<file path="config.mk">
export PLATFORM = sky130hd
export DESIGN_NAME = lfsup_top
export DESIGN_NICKNAME = d
export VERILOG_FILES = /design/src/rtl/lfsup_qualifier.v /design/src/rtl/lfsup_top.v
export VERILOG_INCLUDE_DIRS = /design/src /design/src/rtl
export SDC_FILE = /design/constraint.sdc
export NUM_CORES = 1
export LEC_CHECK = 0
export ABC_AREA = 1
export BUFFER_PORTS_ARGS = -buffer_cell sky130_fd_sc_hd__buf_2
export CORE_ASPECT_RATIO = 0.7
export CORE_MARGIN = 2
export CORE_UTILIZATION = 48
export CTS_CLUSTER_SIZE = 24
export DETAILED_ROUTE_END_ITERATION = 12
export GPL_ROUTABILITY_DRIVEN = 0
export PLACE_DENSITY = 0.68
export SLEW_MARGIN = 20
export SYNTH_ARGS = -nofsm -noshare
export SYNTH_HDL_FRONTEND = slang
export SYNTH_SLANG_ARGS = --single-unit
export TNS_END_PERCENT = 20
</file>
<file path="constraint.sdc">
create_clock -name clk -period 2.4 [get_ports clk]
set_input_delay 0.36 -clock clk [delete_from_list [all_inputs] [get_ports clk]]
set_output_delay 0.36 -clock clk [all_outputs]
set_load 0.05 [all_outputs]
</file>
<file path="src/rtl/lfsup_consts.vh">
/*
 * constants for the line and fault supervisor: time figures, derived cycle counts, state codes.
 * assumes a 20 MHz core clock; included by its bare name.
 */
`ifndef LFSUP_CONSTS_VH
`define LFSUP_CONSTS_VH

// ---------------------------------------------------------------
// time base
// ---------------------------------------------------------------
`define LFSUP_CLK_HZ 20000000
`define LFSUP_DEGLITCH_NS 600
`define LFSUP_DEGLITCH_CYC ((`LFSUP_DEGLITCH_NS * (`LFSUP_CLK_HZ / 1000000) + 999) / 1000)
`define LFSUP_BLANK_STD_MS 68
`define LFSUP_BLANK_LONG_MS 136
`define LFSUP_SOFTSTART_MS 8
`define LFSUP_BLANK_STD_CYC (`LFSUP_BLANK_STD_MS * (`LFSUP_CLK_HZ / 1000))
`define LFSUP_BLANK_LONG_CYC (`LFSUP_BLANK_LONG_MS * (`LFSUP_CLK_HZ / 1000))
`define LFSUP_SOFTSTART_CYC (`LFSUP_SOFTSTART_MS * (`LFSUP_CLK_HZ / 1000))
`define LFSUP_CONSEC_EVENTS 3'h4

// ---------------------------------------------------------------
// sequencer states
// ---------------------------------------------------------------
`define LFSUP_ST_POWERUP 3'h0
`define LFSUP_ST_SOFTSTART 3'h1
`define LFSUP_ST_RUN 3'h2
`define LFSUP_ST_HICCUP 3'h3
`define LFSUP_ST_LATCHED 3'h4

`endif

</file>
<file path="src/rtl/lfsup_qualifier.v">
/*
 * one fault detector path: deglitch of a comparator level and a consecutive drive-pulse counter.
 * assumes the comparator input is already synchronised to clk and drive_tick is a one-cycle pulse.
 */
`include "lfsup_consts.vh"

module lfsup_qualifier #(
    parameter DEGLITCH_CYC = `LFSUP_DEGLITCH_CYC
) (
    input wire clk,
    input wire rst_n,
    input wire clear,
    input wire level_in,
    input wire drive_tick,
    output reg run_done_reg
);

    // ---------------------------------------------------------------
    // deglitch and event tally
    // ---------------------------------------------------------------
    reg [7:0] glitch_cnt_reg;
    reg valid_seen_reg;
    reg [2:0] run_cnt_reg;
    wire valid_now;

    assign valid_now = level_in && (glitch_cnt_reg >= DEGLITCH_CYC[7:0]);

    always @(posedge clk)
    begin
        if (!rst_n || clear)
        begin
            glitch_cnt_reg <= 8'h00;
            valid_seen_reg <= 1'b0;
            run_cnt_reg <= 3'h0;
            run_done_reg <= 1'b0;
        end
        else
        begin
            // shorter assertions restart the count and are dropped
            if (!level_in)
                glitch_cnt_reg <= 8'h00;
            else if (!valid_now)
                glitch_cnt_reg <= glitch_cnt_reg + 8'h01;
            if (drive_tick)
            begin
                if (valid_seen_reg || valid_now)
                begin
                    if (run_cnt_reg < `LFSUP_CONSEC_EVENTS)
                        run_cnt_reg <= run_cnt_reg + 3'h1;
                    if (run_cnt_reg == `LFSUP_CONSEC_EVENTS - 3'h1)
                        run_done_reg <= 1'b1;
                end
                else
                    run_cnt_reg <= 3'h0;
                valid_seen_reg <= 1'b0;
            end
            else if (valid_now)
                valid_seen_reg <= 1'b1;
        end
    end

endmodule

</file>
<file path="src/rtl/lfsup_top.v">
/*
 * line and fault supervisor: gates the gate drive from brown-out, supply hiccup and fault-pin detectors.
 * assumes analog comparators outside give plain levels (asynchronous) and drive_clk_tick is from clk logic.
 */
`include "lfsup_consts.vh"

// Contract
// - when the line is below its low threshold, drive stops only after the blanking timer has fully run.
// - the blanking time is 68 ms normally and 136 ms in the long option, counted while the line stays low.
// - in a brown-out, once the supply falls to the re-arm level the start-up source turns on.
// - at the start level in a brown-out the line is rechecked and switching resumes only above the restore level.
// - a qualified fault-pin level above the upper threshold latches the controller off.
// - a qualified fault-pin level below the lower threshold also latches the controller off.
// - the thermistor bias stays off at power-up and is enabled once the supply reaches the re-arm level.
// - the lower-threshold detector is ignored during soft-start.
// - thermistor bias is doubled for the whole soft-start and nominal after it.
// - soft-start lasts 8 ms and runs on every new start and every auto-recovery restart.
// - a detector level counts only if it lasts at least 600 ns, shorter ones are dropped.
// - latch-off needs validated events on 4 consecutive drive clock pulses.
// - on latch-off the drive stops at once and the supply hiccups between start and re-arm levels.
// - the latched state clears only on supply below the clear level or a brown-out recovery.
// - a build option makes fault-pin protection auto-recovering through the hiccup cycle.
module lfsup_top #(
    parameter LONG_BLANK = 0,
    parameter AUTO_RECOVER = 0,
    parameter DEGLITCH_CYC = `LFSUP_DEGLITCH_CYC,
    parameter BLANK_STD_CYC = `LFSUP_BLANK_STD_CYC,
    parameter BLANK_LONG_CYC = `LFSUP_BLANK_LONG_CYC,
    parameter SOFTSTART_CYC = `LFSUP_SOFTSTART_CYC
) (
    input wire clk,
    input wire rst_n,
    input wire line_below_low,
    input wire line_above_restore,
    input wire supply_at_rearm,
    input wire supply_at_start,
    input wire supply_below_clear,
    input wire fault_above_upper,
    input wire fault_below_lower,
    input wire drive_clk_tick,
    input wire pwm_request,
    output reg gate_drive_output_reg,
    output reg startup_source_on_reg,
    output reg thermistor_bias_on_reg,
    output reg thermistor_bias_double_reg,
    output reg soft_start_active_reg,
    output reg latched_off_reg,
    output reg line_undervoltage_reg
);

    // ---------------------------------------------------------------
    // input synchronisers
    // ---------------------------------------------------------------
    reg [6:0] sync1_reg;
    reg [6:0] sync2_reg;
    reg line_ok_prev_reg;
    wire line_low = sync2_reg[0];
    wire line_ok = sync2_reg[1];
    wire at_rearm = sync2_reg[2];
    wire at_start = sync2_reg[3];
    wire below_clear = sync2_reg[4];
    wire ovp_lvl = sync2_reg[5];
    wire otp_lvl = sync2_reg[6];

    always @(posedge clk)
    begin
        if (!rst_n)
        begin
            sync1_reg <= 7'h00;
            sync2_reg <= 7'h00;
        end
        else
        begin
            sync1_reg <= {fault_below_lower, fault_above_upper, supply_below_clear, supply_at_start,
                          supply_at_rearm, line_above_restore, line_below_low};
            sync2_reg <= sync1_reg;
        end
    end

    // ---------------------------------------------------------------
    // state, timers
    // ---------------------------------------------------------------
    reg [2:0] state_reg;
    reg [2:0] state_next;
    reg [22:0] timer_reg;
    reg [22:0] blank_reg;
    reg blank_done_reg;
    reg bo_recover_reg;
    wire [22:0] blank_len = LONG_BLANK ? BLANK_LONG_CYC[22:0] : BLANK_STD_CYC[22:0];
    wire ovp_run;
    wire otp_run;
    wire in_soft = (state_reg == `LFSUP_ST_SOFTSTART);
    wire fault_hit = ovp_run || otp_run;
    wire restart_ok = at_start && line_ok && !line_low;
    // detectors tally only while pulses may run, so a stale run cannot re-trip a fresh start
    wire ovp_clear = !(in_soft || (state_reg == `LFSUP_ST_RUN));
    wire otp_clear = (state_reg != `LFSUP_ST_RUN);

    lfsup_qualifier #(.DEGLITCH_CYC(DEGLITCH_CYC)) u_ovp (
        .clk(clk),
        .rst_n(rst_n),
        .clear(ovp_clear),
        .level_in(ovp_lvl),
        .drive_tick(drive_clk_tick),
        .run_done_reg(ovp_run)
    );

    lfsup_qualifier #(.DEGLITCH_CYC(DEGLITCH_CYC)) u_otp (
        .clk(clk),
        .rst_n(rst_n),
        .clear(otp_clear),
        .level_in(otp_lvl),
        .drive_tick(drive_clk_tick),
        .run_done_reg(otp_run)
    );

    // brown-out blanking counts only while the line stays low
    always @(posedge clk)
    begin
        if (!rst_n)
        begin
            blank_reg <= 23'h000000;
            blank_done_reg <= 1'b0;
            line_ok_prev_reg <= 1'b0;
            bo_recover_reg <= 1'b0;
        end
        else
        begin
            line_ok_prev_reg <= line_ok;
            bo_recover_reg <= line_ok && !line_ok_prev_reg && line_undervoltage_reg;
            if (!line_low)
            begin
                blank_reg <= 23'h000000;
                blank_done_reg <= 1'b0;
            end
            else if (blank_reg < blank_len - 23'h000001)
                blank_reg <= blank_reg + 23'h000001;
            else
                blank_done_reg <= 1'b1;
        end
    end

    // ---------------------------------------------------------------
    // sequencer
    // ---------------------------------------------------------------
    always @*
    begin
        state_next = state_reg;
        case (state_reg)
            `LFSUP_ST_POWERUP:
                if (restart_ok)
                    state_next = `LFSUP_ST_SOFTSTART;
            `LFSUP_ST_SOFTSTART, `LFSUP_ST_RUN:
            begin
                if (fault_hit)
                    state_next = AUTO_RECOVER ? `LFSUP_ST_HICCUP : `LFSUP_ST_LATCHED;
                else if (blank_done_reg)
                    state_next = `LFSUP_ST_HICCUP;
                else if (in_soft && timer_reg >= SOFTSTART_CYC[22:0] - 23'h000001)
                    state_next = `LFSUP_ST_RUN;
            end
            `LFSUP_ST_HICCUP:
                if (restart_ok)
                    state_next = `LFSUP_ST_SOFTSTART;
            `LFSUP_ST_LATCHED:
                if (below_clear || bo_recover_reg)
                    state_next = `LFSUP_ST_POWERUP;
            default:
                state_next = `LFSUP_ST_POWERUP;
        endcase
    end

    always @(posedge clk)
    begin
        if (!rst_n)
        begin
            state_reg <= `LFSUP_ST_POWERUP;
            timer_reg <= 23'h000000;
            gate_drive_output_reg <= 1'b0;
            startup_source_on_reg <= 1'b1;
            thermistor_bias_on_reg <= 1'b0;
            thermistor_bias_double_reg <= 1'b0;
            soft_start_active_reg <= 1'b0;
            latched_off_reg <= 1'b0;
            line_undervoltage_reg <= 1'b0;
        end
        else
        begin
            state_reg <= state_next;
            timer_reg <= (state_next == `LFSUP_ST_SOFTSTART && in_soft) ? timer_reg + 23'h000001 : 23'h000000;
            // drive is gated in the same edge the state leaves run
            gate_drive_output_reg <= pwm_request &&
                (state_next == `LFSUP_ST_SOFTSTART || state_next == `LFSUP_ST_RUN);
            // hiccup: source on once the supply has fallen below re-arm, off at start level
            if (state_next == `LFSUP_ST_SOFTSTART || state_next == `LFSUP_ST_RUN)
                startup_source_on_reg <= 1'b0;
            else if (!at_rearm)
                startup_source_on_reg <= 1'b1;
            else if (at_start)
                startup_source_on_reg <= 1'b0;
            if (state_next == `LFSUP_ST_POWERUP && !at_rearm && !at_start)
                thermistor_bias_on_reg <= 1'b0;
            else if (at_rearm || at_start)
                thermistor_bias_on_reg <= 1'b1;
            thermistor_bias_double_reg <= (state_next == `LFSUP_ST_SOFTSTART);
            soft_start_active_reg <= (state_next == `LFSUP_ST_SOFTSTART);
            latched_off_reg <= (state_next == `LFSUP_ST_LATCHED);
            if (blank_done_reg)
                line_undervoltage_reg <= 1'b1;
            else if (line_ok && !line_low)
                line_undervoltage_reg <= 1'b0;
        end
    end

endmodule

</file>
==> results.ini, run 1 <==
[setup_path]
critPathKind = flip-flop to flip-flop
cp-start-kind = flip-flop
r2r_cells = 12
endpoint_kind = flip-flop
ff2ff_setup_slack_ns = 0.43
r2r-start = timer_reg[0]$_SDFF_PN0_
worstPathArrival_ns = 2.20
required_ns = 2.63
worstPathMaxFanout = 3
reg2reg_to = thermistor_bias_on_reg$_SDFFE_PP0P_

[timing]
hold_ws_ns = 0.2071
setup_tns_ns = 0
skew_ns = 0.005708
setup_violations = 0
fin_crit_ns = 1.975
period_share_pct = 82.27
timing.fmax_mhz = 506.4
rsz0062_at_grt = no
hold_violations = 0
maxSlewViolCount = 0

[die]
num_io_pins = 18
initial_utilization_pct = 49.04
rows = 29
dieArea_sq_um = 9951
dieWidth_um = 118.4
die_h_um = 84.07
core_area_sq_um = 8962

[logic_synthesis]
yosysTopAreaCell = dfxtp_1
syn_area_sq_um = 4395
synth-edff-count = 0
yosys_warnings = 0
synthDistinctLibCells = 35
syn_inst = 588
avgSynthCellArea_sq_um = 7.475
yosysMostFrequentCell = nand2_1
yosysTopAreaCellShare_pct = 44.63
synthArstFlopShare_pct = 0
synth_area_leaders = dfxtp_1, nand2_1, inv_1, nor2_1, xor2_1
yosysSeqAreaShare_pct = 44.63
synth_ff_type = dfxtp_1
ys_seq_elements = 98
synthTopCellsByCount = nand2_1, dfxtp_1, inv_1

[final_layout]
multi_input_area_sq_um = 2024
regArea_sq_um = 1962
drive_gt1_share_pct = 8.900
area_delta_synth_final_pct = 11.41
nNetsFinal = 635
fill_cells = 849
diodes = 0
postLayoutCellArea_sq_um = 4897

[grt]
grtUsageTotal_pct = 17.64
grt_pass1_wl_mm = 14.30
grt_max_degree = 21
antenna_found_initial = 0
grt_pass1_vias = 3219
gr-total-overflow = 0

[flow_run]
cap_violations = 0

[cts]
clock-sinks = 98
cts_resized = 0
clk_pin_slew_ns = 0.07
clock_tree.buffer_depth = 2
postCtsSetupBuffers = 0
cts_root_buffer = clkbuf_16
cts.htree.levels = 3
clk_latency_ns = 0.33
hold_buffers = 0
numCtsBuffers = 9
cts_tree = built

[power]
power_density_nw_per_um2 = 619.6
p_sw_share_pct = 21.13
pwr-share-comb_pct = 2.0
leakagePower_nw = 2.044
clkPwrFrac_pct = 43.6
power.total_w = 0.003034
p_sw_w = 0.0006411
vdd_drop_max_mv = 0.3474
p_int_w = 0.002393
seq_power_share_pct = 54.4

[routing]
drt.antenna.violating_nets = 0
via_count = 3572
wire_per_inst_um = 11.06
wl_mm = 8.203
drtIter0Drc = 203
drcViolationCount = 0
vias_per_cell = 4.814
drtPass1Iterations = 4

[outcome]
status = complete, no violations

[hold_path]
min_from = line_below_low
whs_path_depth = 3
min_to = sync1_reg[0]$_SDFF_PN0_
hold_path_class = primary input to flip-flop

[place]
io_buffers = 17
dpl_cell_area_sq_um = 4617
hpwl_mm = 6.066

-- placed cells by master (no fill, tap or decap), types with 3 or more instances in the layout --
cell       netlist  final
nand4_1         14     14
a21oi_1         38     38
xor2_1          24     24
nor3_1          20     20
conb_1           1      5
inv_2            4      4
nand3b_1         3      3
buf_4            2      3
nor3_2           3      3
nor4_1           7      7
ha_1            10     10
nand3_1         24     24
nor2_1          78     78
buf_2            0     17
dfxtp_1         98     98
inv_1           94     94
xnor2_1          8      8
nand2_1        115    115
clkbuf_16        0      9
clkinv_4         0      3
nand2_2          3      3
o21ai_0         14     14
-- worst max path at each step --
stage / cells after the start / from / endpoint
finish: 12 / timer_reg[0]$_SDFF_PN0_ / thermistor_bias_on_reg$_SDFFE_PP0P_
global route: 14 / timer_reg[0]$_SDFF_PN0_ / timer_reg[5]$_SDFF_PN0_
CTS: 14 / timer_reg[0]$_SDFF_PN0_ / timer_reg[16]$_SDFF_PN0_
detailed placement: 14 / timer_reg[0]$_SDFF_PN0_ / timer_reg[16]$_SDFF_PN0_
global placement: 14 / timer_reg[0]$_SDFF_PN0_ / timer_reg[16]$_SDFF_PN0_
floorplan: 15 / timer_reg[0]$_SDFF_PN0_ / timer_reg[5]$_SDFF_PN0_
-- routing by layer --
layer	global-route usage, %	up-vias	routed length [um]
li1	-	1896	-
met1	23.96	1609	4387
met2	27.01	65	3488
met3	5.328	2	283
met4	5.519	0	43
met5	0	-	0
-- per-stage QoR --
stage               util [%]  worst slack, ns  cells
detailed placement     51.51           0.4301    727
floorplan                  -           0.6364    592
CTS                    54.64           0.4258    742
global route           54.64           0.1682    742
finish                 54.64           0.4254    742
global placement       51.51           0.5407    727
-- layout make-up --
type / instances / area share (%)
timing repair buffer: 20 / 2.197
tap: 124 / 3.168
clock inverter: 5 / 0.8431
multi-input combinational: 387 / 41.34
inverter: 98 / 7.511
sequential: 98 / 40.06
clock buffer: 10 / 4.880
-- critical path, stage by stage (launching register included) --
cell     delay [ns]
dfxtp_1        0.37
ha_1           0.21
nand3_2        0.14
nor3_4         0.19
nand3_1        0.11
nand3_1        0.12
nand2_1        0.07
nand2_1        0.06
nand2_1        0.06
a21oi_1        0.24
nand4_1        0.16
nand2_1        0.09
nor2_1         0.04
-- power by group through the flow --
stage / logic (W) / clock network, W / registers, W
2_1_floorplan: 0.0000384 / 0 / 0.00169
3_3_place_gp: 0.0000589 / 0 / 0.00169
3_5_place_dp: 0.0000601 / 0 / 0.00169
4_1_cts: 0.0000603 / 0.00137 / 0.00165
5_1_grt: 0.0000688 / 0.00143 / 0.00165
6_report: 0.0000601 / 0.00132 / 0.00165
-- cells by family (layout without fill, tap and decap cells) --
group,Yosys count,after routing,synth area share [%]
simple gates,280,280,29.23
other cells,1,5,0.08532
fa+ha+maj,10,10,2.847
xor+xnor,32,32,6.376
buf+inv,107,133,9.650
compound gates,60,60,7.173
flops,98,98,44.63
No activity file was read; power rests on OpenSTA's default activity.
==> inputs of run 2 (changes only) <==
--- a/config.mk
+++ b/config.mk
@@ -6,7 +6,7 @@
 export SDC_FILE = /design/constraint.sdc
 export NUM_CORES = 1
 export LEC_CHECK = 0
-export ABC_AREA = 1
+export ABC_AREA = 0
 export BUFFER_PORTS_ARGS = -buffer_cell sky130_fd_sc_hd__buf_2
 export CORE_ASPECT_RATIO = 0.7
 export CORE_MARGIN = 2
@@ -14,7 +14,7 @@
 export CTS_CLUSTER_SIZE = 24
 export DETAILED_ROUTE_END_ITERATION = 12
 export GPL_ROUTABILITY_DRIVEN = 0
-export PLACE_DENSITY = 0.68
+export PLACE_DENSITY = 0.7
 export SLEW_MARGIN = 20
 export SYNTH_ARGS = -nofsm -noshare
 export SYNTH_HDL_FRONTEND = slang
==> constraint.sdc (replaced) <==
create_clock -name clk -period 1.8 [get_ports clk]
set_input_delay 0.27 -clock clk [delete_from_list [all_inputs] [get_ports clk]]
set_output_delay 0.27 -clock clk [all_outputs]
set_load 0.05 [all_outputs]
==> run 2 against run 1 <==
  * Critical path type unchanged
  * Combinational power increased to 4.1 times the previous value
  * Critical endpoint is now blank_reg[14]$_SDFFE_PN0N_
  * Global-route usage increased by 0.37 points
  * Fmax decreased by 4.1%
  * Final cell count decreased by 19%
  * The run now ends with negative setup slack left
  * Clock-buffer cell count increased by 2
  * Worst setup slack got worse by 0.68 ns
  * Critical path depth decreased by 6
  * Clock power increased by 61%
  * Non-clock buffer count increased by 45
  * Sequential power increased by 36%
  * Sequential share of layout area increased by 0.27 points
==> results.ini, run 2 <==
[timing]
hold_violations = 0
fin_crit_ns = 2.059
setup_violations = 32
skew_ns = 0.007575
period_share_pct = 114.4
worst_slack_ns = -0.2588
maxSlewViolCount = 0
rsz0062_at_grt = yes
setup_tns_ns = -2.555
timing.fmax_mhz = 485.7
hold_ws_ns = 0.1304

[setup_path]
worstPathArrival_ns = 2.34
required_ns = 2.08
reg2reg_to = blank_reg[14]$_SDFFE_PN0N_
ff2ff_setup_slack_ns = -0.26
r2r-start = blank_reg[12]$_SDFFE_PN0N_
cp-start-kind = flip-flop
endpoint_kind = flip-flop
critPathKind = flip-flop to flip-flop
worstPathMaxFanout = 4
r2r_cells = 6

[final_layout]
diodes = 0
nNetsFinal = 514
area_delta_synth_final_pct = 25.66
layout_commonest_cell = dfxtp_1
final_cell_mix = dfxtp_1, nor2_1, buf_4
drive_gt1_share_pct = 22.29
postLayoutCellArea_sq_um = 4877

[outcome]
failed_checks = negative setup slack
status = complete, but fails checks

[grt]
grt_pass1_vias = 2889
grtUsageTotal_pct = 18.01
grt_pass1_wl_mm = 12.90
grt_max_degree = 19
antenna_found_initial = 0
gr-total-overflow = 0

[logic_synthesis]
yosys_warnings = 0
avgSynthCellArea_sq_um = 9.111
synthDistinctLibCells = 48
syn_inst = 426
yosysTopAreaCell = dfxtp_1
yosysMostFrequentCell = dfxtp_1
yosysTopAreaCellShare_pct = 50.55
synth-edff-count = 0
syn_area_sq_um = 3881
synthArstFlopShare_pct = 0
yosysSeqAreaShare_pct = 50.55
synth_ff_type = dfxtp_1
synth_area_leaders = dfxtp_1, nor2_1, xnor2_1, xor2_1, ha_1
synthTopCellsByCount = dfxtp_1, nor2_1, nand2_1
ys_seq_elements = 98

[routing]
drcViolationCount = 0
wire_per_inst_um = 12.43
drtPass1Iterations = 4
vias_per_cell = 5.053
wl_mm = 7.444
drt.antenna.violating_nets = 0
via_count = 3027
drtIter0Drc = 148

[cts]
numCtsBuffers = 9
clk_pin_slew_ns = 0.07
cts_tree = built
cts_root_buffer = clkbuf_16
cts.htree.levels = 3
clock_tree.buffer_depth = 2
clk_latency_ns = 0.34
clock-sinks = 98

[hold_path]
min_from = supply_at_start
whs_path_depth = 2
min_to = sync1_reg[3]$_SDFF_PN0_
hold_path_class = primary input to flip-flop

[die]
dieWidth_um = 111.5
die_h_um = 79.24
core_area_sq_um = 7838
initial_utilization_pct = 49.52
num_io_pins = 18
dieArea_sq_um = 8833
rows = 27

[place]
io_buffers = 17
dpl_cell_area_sq_um = 4419
hpwl_mm = 5.108

[power]
power_density_nw_per_um2 = 944.6
vdd_drop_max_mv = 0.9258
leakagePower_nw = 1.926
power.total_w = 0.004607

[flow_run]
cap_violations = 0

## run 2: logic make-up (layout without fill, tap and decap cells)
| family | count (synthesis) | after routing | share of synthesized area, % |
|---|---|---|---|
| DFF | 98 | 98 | 50.55 |
| adders and majority gates | 10 | 10 | 3.224 |
| and+or+nand+nor | 200 | 200 | 25.92 |
| buffers and inverters | 29 | 97 | 2.966 |
| muxes | 3 | 3 | 0.7737 |
| other | 1 | 5 | 0.09662 |
| AOI/OAI and AO/OA | 49 | 49 | 8.350 |
| xor gates and xnor gates | 36 | 36 | 8.124 |
## run 2: critical path: stages, from the launching register on
cell and delay (ns):
dfxtp_1 0.31, or4_4 0.56, a211oi_4 0.20, o211ai_2 0.14, or3_1 0.34, or3_1 0.33
a21oi_2 0.12
## run 2: layer usage
layer / global-route usage, % / part of all wire (%) / wire, um / vias to the layer above
li1: - / - / - / 1565
met1: 23.88 / 51 / 3793 / 1415
met2: 28.29 / 45 / 3320 / 40
met3: 5.267 / 3.4 / 252 / 7
met4: 6.296 / 1.0 / 78 / 0
met5: 0 / 0 / 0 / -
## run 2: worst max-delay path by stage
stage | start | endpoint | cells past startpoint
after floorplan | blank_reg[12]$_SDFFE_PN0N_ | blank_reg[14]$_SDFFE_PN0N_ | 6
after global placement | blank_reg[12]$_SDFFE_PN0N_ | blank_reg[14]$_SDFFE_PN0N_ | 6
after detailed placement | blank_reg[12]$_SDFFE_PN0N_ | blank_reg[14]$_SDFFE_PN0N_ | 6
after CTS | blank_reg[12]$_SDFFE_PN0N_ | blank_reg[14]$_SDFFE_PN0N_ | 6
after global routing | blank_reg[12]$_SDFFE_PN0N_ | blank_reg[14]$_SDFFE_PN0N_ | 6
final | blank_reg[12]$_SDFFE_PN0N_ | blank_reg[14]$_SDFFE_PN0N_ | 6
## run 2: through the flow
stage / setup slack (ns) / util, % / std cells
3_3_place_gp: -0.1735 / 56.39 / 578
2_1_floorplan: -0.1386 / - / 430
4_1_cts: -0.2468 / 61.83 / 599
6_report: -0.2588 / 62.23 / 599
5_1_grt: -0.3254 / 62.23 / 599
3_5_place_dp: -0.2977 / 56.39 / 578
## run 2: power breakdown
group / switching [W] / total (W) / internal, W
combinational: 0.000155 / 0.000249 / 0.0000935
sequential: 0.0000286 / 0.00224 / 0.00221
clock: 0.000791 / 0.00212 / 0.00133
## run 2: what timing repair did
item | 4_1_cts | 5_1_grt
gates resized for setup | 13 | 9
endpoints found under the setup margin | 30 | 41
cloned | 1 | 0
setup buffers | 4 | 0
hold buffers | 0 | 0
pin swaps | 8 | 2
endpoints found under the hold margin | 0 | 0
## run 2: cell type report
class / count / area (sq um)
clock inverters: 4 / 72.57
inverters: 16 / 60.06
clock buffers: 12 / 266.5
well taps: 101 / 126.4
repair buffers: 65 / 452.9
flip-flops and latches: 98 / 1967
multi-input cells: 303 / 1932
fillers: 651 / 2960
